**config.mk**
```make
export PLATFORM = sky130hd
export DESIGN_NAME = mpfs_top
export DESIGN_NICKNAME = d
export VERILOG_FILES = /design/src/hdl/mpfs_pkg.sv /design/src/hdl/mpfs_quad_dec.sv /design/src/hdl/mpfs_speed.sv /design/src/hdl/mpfs_top.sv
export VERILOG_INCLUDE_DIRS = /design/src /design/src/hdl
export SDC_FILE = /design/constraint.sdc
export NUM_CORES = 1
export LEC_CHECK = 0
export BUFFER_PORTS_ARGS = -buffer_cell sky130_fd_sc_hd__buf_2
export CAP_MARGIN = 20
export CORE_ASPECT_RATIO = 1.2
export CORE_UTILIZATION = 65
export DETAILED_ROUTE_END_ITERATION = 10
export GPL_TIMING_DRIVEN = 0
export PLACE_DENSITY = 0.83
export SYNTH_ARGS = -nofsm -noshare
export SYNTH_HDL_FRONTEND = slang
export SYNTH_SLANG_ARGS = --single-unit
```
**constraint.sdc**
```tcl
create_clock -name clk_i -period 93.3 [get_ports clk_i]
set_clock_uncertainty 0.15 [all_clocks]
set_input_delay 4.665 -clock clk_i [delete_from_list [all_inputs] [get_ports clk_i]]
set_output_delay 4.665 -clock clk_i [all_outputs]
set_load 0.005 [all_outputs]
```
**src/hdl/mpfs_consts.svh**
```systemverilog
// constants for the motor position feedback setup block
`ifndef MPFS_CONSTS_SVH
`define MPFS_CONSTS_SVH
// register offsets (word index; byte address is four times this)
`define MPFS_IDX_PPR 16'h304B
`define MPFS_IDX_OPT 16'h306C
`define MPFS_IDX_SEL 16'h382E
`define MPFS_IDX_MOTOR 16'h3900
`define MPFS_IDX_STATUS 16'h3901
`define MPFS_IDX_MASK 16'h3902
`define MPFS_IDX_FAULT 16'h3903
`define MPFS_IDX_POS 16'h3904
`define MPFS_IDX_SPEED 16'h3905
// field values
`define MPFS_SEL_QUAD 16'h0001
`define MPFS_SEL_SINCOS 16'h0002
`define MPFS_MOTOR_IND 16'h0000
`define MPFS_MOTOR_SPM 16'h0001
`define MPFS_OPT_INV_BIT 0
`define MPFS_PPR_MIN 16'h0020
`define MPFS_PPR_MAX 16'h0100
`define MPFS_FAULT_PCF 8'h31
// reset values
`define MPFS_PPR_RST 16'h0020
`define MPFS_OPT_RST 16'h0000
`define MPFS_SEL_RST 16'h0001
`define MPFS_MOTOR_RST 16'h0000
// status bits
`define MPFS_ST_MISMATCH 0
`define MPFS_ST_PCF 1
`define MPFS_ST_BADSEL 2
// speed sample interval: 1 ms at 20 MHz
`define MPFS_SAMPLE_US 1000
`define MPFS_CLK_MHZ 20
`define MPFS_SAMPLE_CYC (`MPFS_SAMPLE_US * `MPFS_CLK_MHZ)
`endif

```
**src/hdl/mpfs_pkg.sv**
```systemverilog
// types for the motor position feedback setup block
package mpfs_pkg;
	typedef enum logic [1:0] {
		MPFS_SENS_NONE,
		MPFS_SENS_QUAD,
		MPFS_SENS_SINCOS
	} mpfs_sens_t;
endpackage

```
**src/hdl/mpfs_quad_dec.sv**
```systemverilog
// quadrature decoder with selectable direction inversion
`timescale 1ns/1ps
module mpfs_quad_dec
	import mpfs_pkg::*;
#(
	parameter int CNT_W = 16
)
(
	input wire logic clk_i,
	input wire logic rst_b_i,
	input wire logic enc_a_i,
	input wire logic enc_b_i,
	input wire logic invert_i,
	output logic step_o,
	output logic dir_up_o
);
	typedef struct packed {
		logic a;
		logic b;
		logic step;
		logic up;
	} mpfs_qd_t;
	mpfs_qd_t st_r, st_nxt;
	always_comb
	begin
		logic raw_up;
		raw_up = 1'b0;
		st_nxt = st_r;
		st_nxt.a = enc_a_i;
		st_nxt.b = enc_b_i;
		st_nxt.step = (enc_a_i ^ st_r.a) ^ (enc_b_i ^ st_r.b);
		raw_up = st_r.a ^ enc_b_i;
		// inversion flips the decoded sense before counting
		st_nxt.up = raw_up ^ invert_i;
	end
	always_ff @(posedge clk_i)
	begin
		if (!rst_b_i)
		begin
			// load the pins so a phase left over from before reset is no edge
			st_r <= '0;
			st_r.a <= enc_a_i;
			st_r.b <= enc_b_i;
		end
		else
			st_r <= st_nxt;
	end
	assign step_o = st_r.step;
	assign dir_up_o = st_r.up;
endmodule

```
**src/hdl/mpfs_speed.sv**
```systemverilog
// signed speed estimate from count delta per sample interval
`timescale 1ns/1ps
`include "mpfs_consts.svh"
module mpfs_speed
	import mpfs_pkg::*;
#(
	parameter int SAMPLE_CYC = `MPFS_SAMPLE_CYC
)
(
	input wire logic clk_i,
	input wire logic rst_b_i,
	input wire logic [15:0] count_i,
	input wire logic [15:0] ppr_i,
	output logic [15:0] speed_o
);
	typedef struct packed {
		logic [31:0] tick;
		logic [15:0] last;
		logic [15:0] speed;
	} mpfs_sp_t;
	mpfs_sp_t st_r, st_nxt;
	always_comb
	begin
		logic signed [15:0] delta;
		logic signed [31:0] scaled;
		delta = '0;
		scaled = '0;
		st_nxt = st_r;
		if (st_r.tick >= 32'(SAMPLE_CYC - 1))
		begin
			st_nxt.tick = '0;
			delta = $signed(count_i - st_r.last);
			// counts per interval times 256 over pulses per rev
			scaled = ($signed({{16{delta[15]}}, delta}) <<< 8)
				/ $signed({16'h0000, ppr_i});
			st_nxt.speed = scaled[15:0];
			st_nxt.last = count_i;
		end
		else
			st_nxt.tick = st_r.tick + 32'h00000001;
	end
	always_ff @(posedge clk_i)
	begin
		if (!rst_b_i)
			st_r <= '0;
		else
			st_r <= st_nxt;
	end
	assign speed_o = st_r.speed;
endmodule

```
**src/hdl/mpfs_top.sv**
```systemverilog
// motor position feedback setup: configuration, checks, position and speed
`timescale 1ns/1ps
`include "mpfs_consts.svh"
module mpfs_top
	import mpfs_pkg::*;
#(
	parameter int SAMPLE_CYC = `MPFS_SAMPLE_CYC
)
(
	input wire logic clk_i,
	input wire logic rst_b_i,
	input wire logic [15:0] addr_i,
	input wire logic [15:0] wdata_i,
	input wire logic wr_i,
	input wire logic rd_i,
	input wire logic enc_a_i,
	input wire logic enc_b_i,
	output logic [15:0] rdata_o,
	output logic irq_o,
	output logic mismatch_o,
	output logic power_cycle_required_marker_o,
	output logic [7:0] fault_code_o,
	output logic [15:0] position_o,
	output logic [15:0] speed_o
);
	// ----------------------------------------
	// state
	// ----------------------------------------
	typedef struct packed {
		logic [15:0] ppr;
		logic [15:0] opt;
		logic [15:0] sel;
		logic [15:0] motor;
		logic [2:0] status;
		logic [2:0] mask;
		logic power_cycle_required_marker;
		logic [7:0] fault;
		logic mismatch;
		logic irq;
		logic [15:0] count;
		logic [15:0] pos;
		logic [15:0] speed;
		logic [15:0] rdata;
	} mpfs_st_t;
	mpfs_st_t st_r, st_nxt;
	logic step;
	logic dir_up;
	logic [15:0] speed_w;
	mpfs_sens_t sens;
	// ----------------------------------------
	// decoder and speed estimator
	// ----------------------------------------
	mpfs_quad_dec #(
		.CNT_W(16)
	) u_dec (
		.clk_i(clk_i),
		.rst_b_i(rst_b_i),
		.enc_a_i(enc_a_i),
		.enc_b_i(enc_b_i),
		.invert_i(st_r.opt[`MPFS_OPT_INV_BIT]),
		.step_o(step),
		.dir_up_o(dir_up)
	);
	mpfs_speed #(
		.SAMPLE_CYC(SAMPLE_CYC)
	) u_spd (
		.clk_i(clk_i),
		.rst_b_i(rst_b_i),
		.count_i(st_r.count),
		.ppr_i(st_r.ppr),
		.speed_o(speed_w)
	);
	// ----------------------------------------
	// next state
	// ----------------------------------------
	always_comb
	begin
		logic [2:0] ev;
		logic [15:0] lim;
		ev = '0;
		lim = '0;
		st_nxt = st_r;
		sens = MPFS_SENS_NONE;
		if (st_r.sel == `MPFS_SEL_QUAD)
			sens = MPFS_SENS_QUAD;
		else if (st_r.sel == `MPFS_SEL_SINCOS)
			sens = MPFS_SENS_SINCOS;
		// register writes
		if (wr_i)
		begin
			case (addr_i)
			`MPFS_IDX_PPR:
			begin
				// out-of-range counts are clamped to the legal span
				lim = wdata_i;
				if (lim < `MPFS_PPR_MIN)
					lim = `MPFS_PPR_MIN;
				else if (lim > `MPFS_PPR_MAX)
					lim = `MPFS_PPR_MAX;
				st_nxt.ppr = lim;
				if (lim != st_r.ppr)
					ev[`MPFS_ST_PCF] = 1'b1;
			end
			`MPFS_IDX_OPT:
			begin
				st_nxt.opt = wdata_i;
				if (wdata_i[`MPFS_OPT_INV_BIT] != st_r.opt[`MPFS_OPT_INV_BIT])
					ev[`MPFS_ST_PCF] = 1'b1;
			end
			`MPFS_IDX_SEL:
			begin
				st_nxt.sel = wdata_i;
				if (wdata_i != `MPFS_SEL_QUAD && wdata_i != `MPFS_SEL_SINCOS)
					ev[`MPFS_ST_BADSEL] = 1'b1;
			end
			`MPFS_IDX_MOTOR:
				st_nxt.motor = wdata_i;
			`MPFS_IDX_MASK:
				st_nxt.mask = wdata_i[2:0];
			default:
				st_nxt.motor = st_nxt.motor;
			endcase
		end
		// mismatch check runs continuously
		st_nxt.mismatch = 1'b0;
		if (st_r.motor == `MPFS_MOTOR_IND && sens != MPFS_SENS_QUAD)
			st_nxt.mismatch = 1'b1;
		if (st_r.motor == `MPFS_MOTOR_SPM && sens != MPFS_SENS_SINCOS)
			st_nxt.mismatch = 1'b1;
		if (st_nxt.mismatch && !st_r.mismatch)
			ev[`MPFS_ST_MISMATCH] = 1'b1;
		// latched until reset, which stands for a power cycle
		if (ev[`MPFS_ST_PCF])
		begin
			st_nxt.power_cycle_required_marker = 1'b1;
			st_nxt.fault = `MPFS_FAULT_PCF;
		end
		// status: write one to clear, a new event wins
		if (wr_i && addr_i == `MPFS_IDX_STATUS)
			st_nxt.status = st_r.status & ~wdata_i[2:0];
		st_nxt.status = st_nxt.status | ev;
		st_nxt.irq = |(st_nxt.status & st_nxt.mask);
		// position within one revolution
		if (step && sens == MPFS_SENS_QUAD)
		begin
			if (dir_up)
			begin
				st_nxt.count = st_r.count + 16'h0001;
				if (st_r.pos >= st_r.ppr - 16'h0001)
					st_nxt.pos = 16'h0000;
				else
					st_nxt.pos = st_r.pos + 16'h0001;
			end
			else
			begin
				st_nxt.count = st_r.count - 16'h0001;
				if (st_r.pos == 16'h0000)
					st_nxt.pos = st_r.ppr - 16'h0001;
				else
					st_nxt.pos = st_r.pos - 16'h0001;
			end
		end
		// a smaller count written under the position restarts the revolution
		if (st_nxt.pos >= st_nxt.ppr)
			st_nxt.pos = 16'h0000;
		st_nxt.speed = speed_w;
		// read data stands one cycle after the strobe
		st_nxt.rdata = 16'h0000;
		if (rd_i)
		begin
			case (addr_i)
			`MPFS_IDX_PPR: st_nxt.rdata = st_r.ppr;
			`MPFS_IDX_OPT: st_nxt.rdata = st_r.opt;
			`MPFS_IDX_SEL: st_nxt.rdata = st_r.sel;
			`MPFS_IDX_MOTOR: st_nxt.rdata = st_r.motor;
			`MPFS_IDX_STATUS: st_nxt.rdata = {13'h0000, st_r.status};
			`MPFS_IDX_MASK: st_nxt.rdata = {13'h0000, st_r.mask};
			`MPFS_IDX_FAULT: st_nxt.rdata = {st_r.power_cycle_required_marker, 7'h00, st_r.fault};
			`MPFS_IDX_POS: st_nxt.rdata = st_r.pos;
			`MPFS_IDX_SPEED: st_nxt.rdata = st_r.speed;
			default: st_nxt.rdata = 16'h0000;
			endcase
		end
	end
	// ----------------------------------------
	// registers
	// ----------------------------------------
	always_ff @(posedge clk_i)
	begin
		if (!rst_b_i)
		begin
			st_r <= '0;
			st_r.ppr <= `MPFS_PPR_RST;
			st_r.opt <= `MPFS_OPT_RST;
			st_r.sel <= `MPFS_SEL_RST;
			st_r.motor <= `MPFS_MOTOR_RST;
		end
		else
			st_r <= st_nxt;
	end
	assign rdata_o = st_r.rdata;
	assign irq_o = st_r.irq;
	assign mismatch_o = st_r.mismatch;
	assign power_cycle_required_marker_o = st_r.power_cycle_required_marker;
	assign fault_code_o = st_r.fault;
	assign position_o = st_r.pos;
	assign speed_o = st_r.speed;
	// ----------------------------------------
	// checks
	// ----------------------------------------
	chk_pcf_latch: assert property (@(posedge clk_i) disable iff (!rst_b_i)
		st_r.power_cycle_required_marker |=> st_r.power_cycle_required_marker && st_r.fault == `MPFS_FAULT_PCF)
		else $error("parameter change fault dropped");
	chk_opt_change: assert property (@(posedge clk_i) disable iff (!rst_b_i)
		(wr_i && addr_i == `MPFS_IDX_OPT && wdata_i[0] != st_r.opt[0]) |=> st_r.power_cycle_required_marker)
		else $error("invert change did not latch fault");
	chk_ppr_change: assert property (@(posedge clk_i) disable iff (!rst_b_i)
		(wr_i && addr_i == `MPFS_IDX_PPR && wdata_i != st_r.ppr
		&& wdata_i >= `MPFS_PPR_MIN && wdata_i <= `MPFS_PPR_MAX) |=> st_r.power_cycle_required_marker)
		else $error("pulse count change did not latch fault");
	chk_ind_match: assert property (@(posedge clk_i) disable iff (!rst_b_i)
		(st_r.motor == `MPFS_MOTOR_IND && st_r.sel != `MPFS_SEL_QUAD) |=> st_r.mismatch)
		else $error("induction mismatch missed");
	chk_spm_match: assert property (@(posedge clk_i) disable iff (!rst_b_i)
		(st_r.motor == `MPFS_MOTOR_SPM && st_r.sel != `MPFS_SEL_SINCOS) |=> st_r.mismatch)
		else $error("magnet motor mismatch missed");
	chk_bad_sel: assert property (@(posedge clk_i) disable iff (!rst_b_i)
		(wr_i && addr_i == `MPFS_IDX_SEL && wdata_i != `MPFS_SEL_QUAD
		&& wdata_i != `MPFS_SEL_SINCOS) |=> st_r.status[`MPFS_ST_BADSEL])
		else $error("invalid selector not flagged");
	chk_ppr_range: assert property (@(posedge clk_i) disable iff (!rst_b_i)
		st_r.ppr >= `MPFS_PPR_MIN && st_r.ppr <= `MPFS_PPR_MAX && st_r.pos < st_r.ppr)
		else $error("pulse count or position out of range");
	chk_pos_up: assert property (@(posedge clk_i) disable iff (!rst_b_i)
		(step && dir_up && sens == MPFS_SENS_QUAD && st_r.pos < st_r.ppr - 16'h0001)
		|=> st_r.pos == $past(st_r.pos) + 16'h0001)
		else $error("position did not advance");
	chk_irq_level: assert property (@(posedge clk_i) disable iff (!rst_b_i)
		irq_o == |(st_r.status & st_r.mask))
		else $error("interrupt level wrong");
	// ----------------------------------------
	// checks: register bus
	// ----------------------------------------
	chk_rdata_idle: assert property (@(posedge clk_i) disable iff (!rst_b_i)
		!rd_i
		|=> rdata_o == 16'h0000)
		else $error("read data without a read");
	chk_rd_ppr: assert property (@(posedge clk_i) disable iff (!rst_b_i)
		(rd_i && addr_i == `MPFS_IDX_PPR)
		|=> rdata_o == $past(st_r.ppr))
		else $error("pulse count read back wrong");
	chk_rd_opt: assert property (@(posedge clk_i) disable iff (!rst_b_i)
		(rd_i && addr_i == `MPFS_IDX_OPT)
		|=> rdata_o == $past(st_r.opt))
		else $error("option flags read back wrong");
	chk_rd_sel: assert property (@(posedge clk_i) disable iff (!rst_b_i)
		(rd_i && addr_i == `MPFS_IDX_SEL)
		|=> rdata_o == $past(st_r.sel))
		else $error("sensor select read back wrong");
	chk_rd_fault: assert property (@(posedge clk_i) disable iff (!rst_b_i)
		(rd_i && addr_i == `MPFS_IDX_FAULT)
		|=> rdata_o == {$past(st_r.power_cycle_required_marker), 7'h00, $past(st_r.fault)})
		else $error("fault word read back wrong");
	chk_rd_status: assert property (@(posedge clk_i) disable iff (!rst_b_i)
		(rd_i && addr_i == `MPFS_IDX_STATUS)
		|=> rdata_o == {13'h0000, $past(st_r.status)})
		else $error("status read back wrong");
	chk_ppr_low: assert property (@(posedge clk_i) disable iff (!rst_b_i)
		(wr_i && addr_i == `MPFS_IDX_PPR && wdata_i < `MPFS_PPR_MIN)
		|=> st_r.ppr == `MPFS_PPR_MIN)
		else $error("low pulse count not clamped");
	chk_ppr_high: assert property (@(posedge clk_i) disable iff (!rst_b_i)
		(wr_i && addr_i == `MPFS_IDX_PPR && wdata_i > `MPFS_PPR_MAX)
		|=> st_r.ppr == `MPFS_PPR_MAX)
		else $error("high pulse count not clamped");
	chk_ppr_store: assert property (@(posedge clk_i) disable iff (!rst_b_i)
		(wr_i && addr_i == `MPFS_IDX_PPR && wdata_i >= `MPFS_PPR_MIN && wdata_i <= `MPFS_PPR_MAX)
		|=> st_r.ppr == $past(wdata_i))
		else $error("pulse count not stored");
	chk_opt_store: assert property (@(posedge clk_i) disable iff (!rst_b_i)
		(wr_i && addr_i == `MPFS_IDX_OPT)
		|=> st_r.opt == $past(wdata_i))
		else $error("option flags not stored");
	chk_sel_store: assert property (@(posedge clk_i) disable iff (!rst_b_i)
		(wr_i && addr_i == `MPFS_IDX_SEL)
		|=> st_r.sel == $past(wdata_i))
		else $error("sensor select not stored");
	chk_motor_store: assert property (@(posedge clk_i) disable iff (!rst_b_i)
		(wr_i && addr_i == `MPFS_IDX_MOTOR)
		|=> st_r.motor == $past(wdata_i))
		else $error("motor type not stored");
	chk_mask_store: assert property (@(posedge clk_i) disable iff (!rst_b_i)
		(wr_i && addr_i == `MPFS_IDX_MASK)
		|=> st_r.mask == $past(wdata_i[2:0]))
		else $error("mask not stored");
	chk_badsel_clear: assert property (@(posedge clk_i) disable iff (!rst_b_i)
		(wr_i && addr_i == `MPFS_IDX_STATUS && wdata_i[`MPFS_ST_BADSEL])
		|=> !st_r.status[`MPFS_ST_BADSEL])
		else $error("invalid selector flag not cleared");
	// ----------------------------------------
	// checks: faults
	// ----------------------------------------
	chk_fault_code: assert property (@(posedge clk_i) disable iff (!rst_b_i)
		fault_code_o == (power_cycle_required_marker_o
		? `MPFS_FAULT_PCF : 8'h00))
		else $error("fault code disagrees with marker");
	chk_ppr_same: assert property (@(posedge clk_i) disable iff (!rst_b_i)
		(wr_i && addr_i == `MPFS_IDX_PPR && wdata_i == st_r.ppr && !st_r.power_cycle_required_marker)
		|=> !st_r.power_cycle_required_marker)
		else $error("unchanged pulse count raised fault");
	chk_opt_same: assert property (@(posedge clk_i) disable iff (!rst_b_i)
		(wr_i && addr_i == `MPFS_IDX_OPT && !st_r.power_cycle_required_marker && wdata_i[0] == st_r.opt[0])
		|=> !st_r.power_cycle_required_marker)
		else $error("unchanged invert flag raised fault");
	chk_pcf_event: assert property (@(posedge clk_i) disable iff (!rst_b_i)
		$rose(st_r.power_cycle_required_marker)
		|-> st_r.status[`MPFS_ST_PCF])
		else $error("parameter change event not recorded");
	chk_mis_event: assert property (@(posedge clk_i) disable iff (!rst_b_i)
		$rose(st_r.mismatch)
		|-> st_r.status[`MPFS_ST_MISMATCH])
		else $error("mismatch event not recorded");
	chk_mis_clear: assert property (@(posedge clk_i) disable iff (!rst_b_i)
		(st_r.motor == `MPFS_MOTOR_IND && st_r.sel == `MPFS_SEL_QUAD)
		|=> !st_r.mismatch)
		else $error("mismatch on a matching pair");
	// ----------------------------------------
	// checks: position and count
	// ----------------------------------------
	chk_pos_down: assert property (@(posedge clk_i) disable iff (!rst_b_i)
		(step && !dir_up && sens == MPFS_SENS_QUAD && st_r.pos != 16'h0000 && !wr_i)
		|=> st_r.pos == $past(st_r.pos) - 16'h0001)
		else $error("position did not go back");
	chk_wrap_up: assert property (@(posedge clk_i) disable iff (!rst_b_i)
		(step && dir_up && sens == MPFS_SENS_QUAD && st_r.pos == st_r.ppr - 16'h0001)
		|=> st_r.pos == 16'h0000)
		else $error("position did not wrap to zero");
	chk_wrap_down: assert property (@(posedge clk_i) disable iff (!rst_b_i)
		(step && !dir_up && sens == MPFS_SENS_QUAD && st_r.pos == 16'h0000 && !wr_i)
		|=> st_r.pos == $past(st_r.ppr) - 16'h0001)
		else $error("position did not wrap to top");
	chk_count_step: assert property (@(posedge clk_i) disable iff (!rst_b_i)
		(step && sens == MPFS_SENS_QUAD)
		|=> st_r.count == $past(st_r.count) + ($past(dir_up) ? 16'h0001 : 16'hFFFF))
		else $error("count did not follow step");
	chk_count_hold: assert property (@(posedge clk_i) disable iff (!rst_b_i)
		!(step && sens == MPFS_SENS_QUAD)
		|=> st_r.count == $past(st_r.count))
		else $error("count moved without a quadrature step");
endmodule

```
==> flow_summary_export.csv <==
group,metric,value,unit
route,ant_nets,0,
yosys,yosysSeqAreaShare,0.113,
run_status,outcome,"finished, final reports clean",
yosys,synth_top_family_by_area,"compound AO/OA/AOI/OAI gates",
route,first_pass_iters,8,
route,first_iter_violations,3291,
floorplanning,fp-row-count,94,
yosys,syn_area,36400,sq um
sta,setup_violations,0,
placement,gp_congestion,1.02,
sta,layout_setup_ws,4.94,ns
yosys,synth_flop_cell,"dfxtp_1",
worst_setup_path,cp-end-kind,"flip-flop",
yosys,synth-xor-area-share,0.0785,
finish,drive_gt1_frac,0.126,
yosys,synthAdderAreaFrac,0.159,
finish,area_delta_synth_final,9.88,%
route,viasPerCell,6.59,
global_routing,grt_max_degree,36,
worst_setup_path,max_stage_delay,0.57,ns
clock_network,clockRootBuffer,"clkbuf_16",
route,routed_wl,111000,um
worst_setup_path,critPathMostFrequentCell,"o21a_1",
worst_setup_path,cpMaxStageDelayCell,"or4b_4",
yosys,syn_inst,5028,
placement,pre_cts_ws,-9.80,ns
clock_network,cts.sinks,205,
clock_network,cts_tree,"done",
placement,io_buffers,81,
floorplanning,initial_utilization,0.661,
sta,post-route-min-period,88.36,ns
sta,drv_slew,0,
sta,fin_setup_tns,0,ns
yosys,synth_compound_area_frac,0.303,
finish,nNetsFinal,5723,
clock_network,clk_latency,0.53,ns
global_routing,grt-ovfl-total,0,
worst_setup_path,startpoint_type,"flip-flop",
floorplanning,ios,97,
finish,final_common_cell,"nand2_1",
sta,slew_headroom,0.240,
route,detail_route.drc_violations,0,
flow_run,maxCapViolations,0,
clock_network,numCtsBuffers,23,
finish,finalInstanceArea,40000,sq um
worst_setup_path,critPathMaxFanout,30,
yosys,synth_cell_types,144,
yosys,yosys_warnings,0,
route,vias,39300,
floorplanning,core_area,55000,sq um
finish,final.fill_count,4528,
yosys,yosys.area_share.simple,0.257,
worst_setup_path,crit_required,93.55,ns
worst_setup_path,path_delay_family,"compound AO/OA/AOI/OAI gates",
worst_setup_path,criticalPathCategory,"flip-flop to flip-flop",
route,wl_per_cell,18.6,um
yosys,synth-seq-cells,205,
worst_setup_path,crit_buf_inv,60,
global_routing,antenna_found_initial,2,
clock_network,ctsHtreeMaxLevel,1,
sta,hold_viol_final,0,
sta,tightestPinTransition,1.13,ns
placement,dp_hpwl,85800,um
clock_network,clkTransAtPathRegs,0.06,ns
floorplanning,die_w,218,um
global_routing,grt_first_pass_wirelength,175000,um
sta,period_share,0.947,
finish,mostFrequentLayoutCells,"nand2_1 (544), nor2_1 (461), ha_1 (454), a21oi_1 (402), o21ai_0 (274)",
yosys,syn_area_per_cell,7.23,sq um
floorplanning,fp.dieH,261,um
sta,fmax,0.0113,GHz
yosys,synth_edf_count,0,
yosys,synthMuxAreaShare,0.0378,
global_routing,grt_usage,0.367,
yosys,async_flop_share,0,
clock_network,clk_path_buf_depth,3,
worst_hold_path,hp-class,"flip-flop to flip-flop",
placement,placed_cell_area,37900,sq um
clock_network,holdBufCountCts,0,
floorplanning,dieArea,56900,sq um
worst_setup_path,cp.arrival,88.60,ns
global_routing,grt_pass1_vias,36300,
-- path summary, 6_finish.rpt --
| path | start | to | slack [ns] | cells past startpoint |
|---|---|---|---|---|
| worst max-delay path | st_r[129]$_SDFF_PN0_ | u_spd.speed_o[10]$_SDFFE_PN0P_ | 4.94 | 448 |
| worst max register to register | st_r[129]$_SDFF_PN0_ | u_spd.speed_o[10]$_SDFFE_PN0P_ | 4.94 | 448 |
| worst min-delay path | u_spd.st_r[24]$_SDFFE_PN0P_ | u_spd.st_r[24]$_SDFFE_PN0P_ | 0.30 | 2 |
| worst min register to register | u_spd.st_r[24]$_SDFFE_PN0P_ | u_spd.st_r[24]$_SDFFE_PN0P_ | 0.30 | 2 |
-- flip-flops by register name, summed over array words and instances (netlist names) --
| signal | flops |
|---|---|
| u_dec.st_r | 2 |
| irq_o | 1 |
| u_spd.speed_o | 16 |
| rdata_o | 16 |
| position_o | 16 |
| st_r | 86 |
| u_dec.step_o | 1 |
| u_spd.st_r | 48 |
| mismatch_o | 1 |
| fault_code_o | 1 |
| speed_o | 16 |
| u_dec.dir_up_o | 1 |
-- tightest hold or removal path: stages, from the launching register on --
cell     delay, ns
dfxtp_1       0.31
nand2_1       0.05
a21oi_1       0.05
-- routing by layer --
metal  track usage  vias up  routed length [um]
li1              -    19000                   -
met1         0.430    18300               44300
met2         0.650     1625               52800
met3        0.0431      453                7590
met4         0.197        2                6170
met5             0        -                   7
-- cells in the mapped netlist (all sizes together), types with 55 or more instances --
master,count,area (sq um)
nand2b,99,619
and2,101,632
ha,455,5690
o31ai,92,696
xor2,119,1060
a21o,136,1020
nor2,471,1770
inv,166,623
nand3,128,683
a21oi,426,2190
mux2,79,901
clkbuf,130,489
dfxtp,205,4100
o21ai,307,1540
nor3,167,873
a31oi,55,384
xnor2,201,1770
nand2,548,2060
o21a,130,976
buf,116,758
or3,58,373
-- cells by family after synthesis --
family	Yosys count
compound gates	1611
xor+xnor	321
fa+ha+maj	460
buf+inv	412
flops	205
mux	126
other cells	1
simple gates	1892
-- final cells by class --
cell class                 instances  area (sq um)  share of cell area
antenna                            1          2.50           0.0000626
buffer                           239          1410              0.0354
clock buffer                      33           673              0.0168
clock inverter                     5          85.1             0.00213
inverter                         166           626              0.0157
multi-input combinational       4440         31100               0.778
sequential                       205          4110               0.103
tap                              720           901              0.0225
timing repair buffer             152          1060              0.0265
-- through the flow --
stage          cells  utilization  hold slack (ns)
2_1_floorplan   5057            -            0.267
3_3_place_gp    5858        0.686            0.280
3_5_place_dp    5864        0.689            0.294
4_1_cts         5909        0.709            0.302
5_1_grt         5960        0.726            0.319
6_report        5961        0.726            0.301
-- what timing repair did --
action                     in CTS  in global routing
pin swaps                       9                 34
resized for setup              85                209
setup buffers                  11                 53
setup endpoints to repair      16                 16
Power is not shown: default switching activity piles up to over one toggle a cycle in this logic, so the estimate is an artifact.
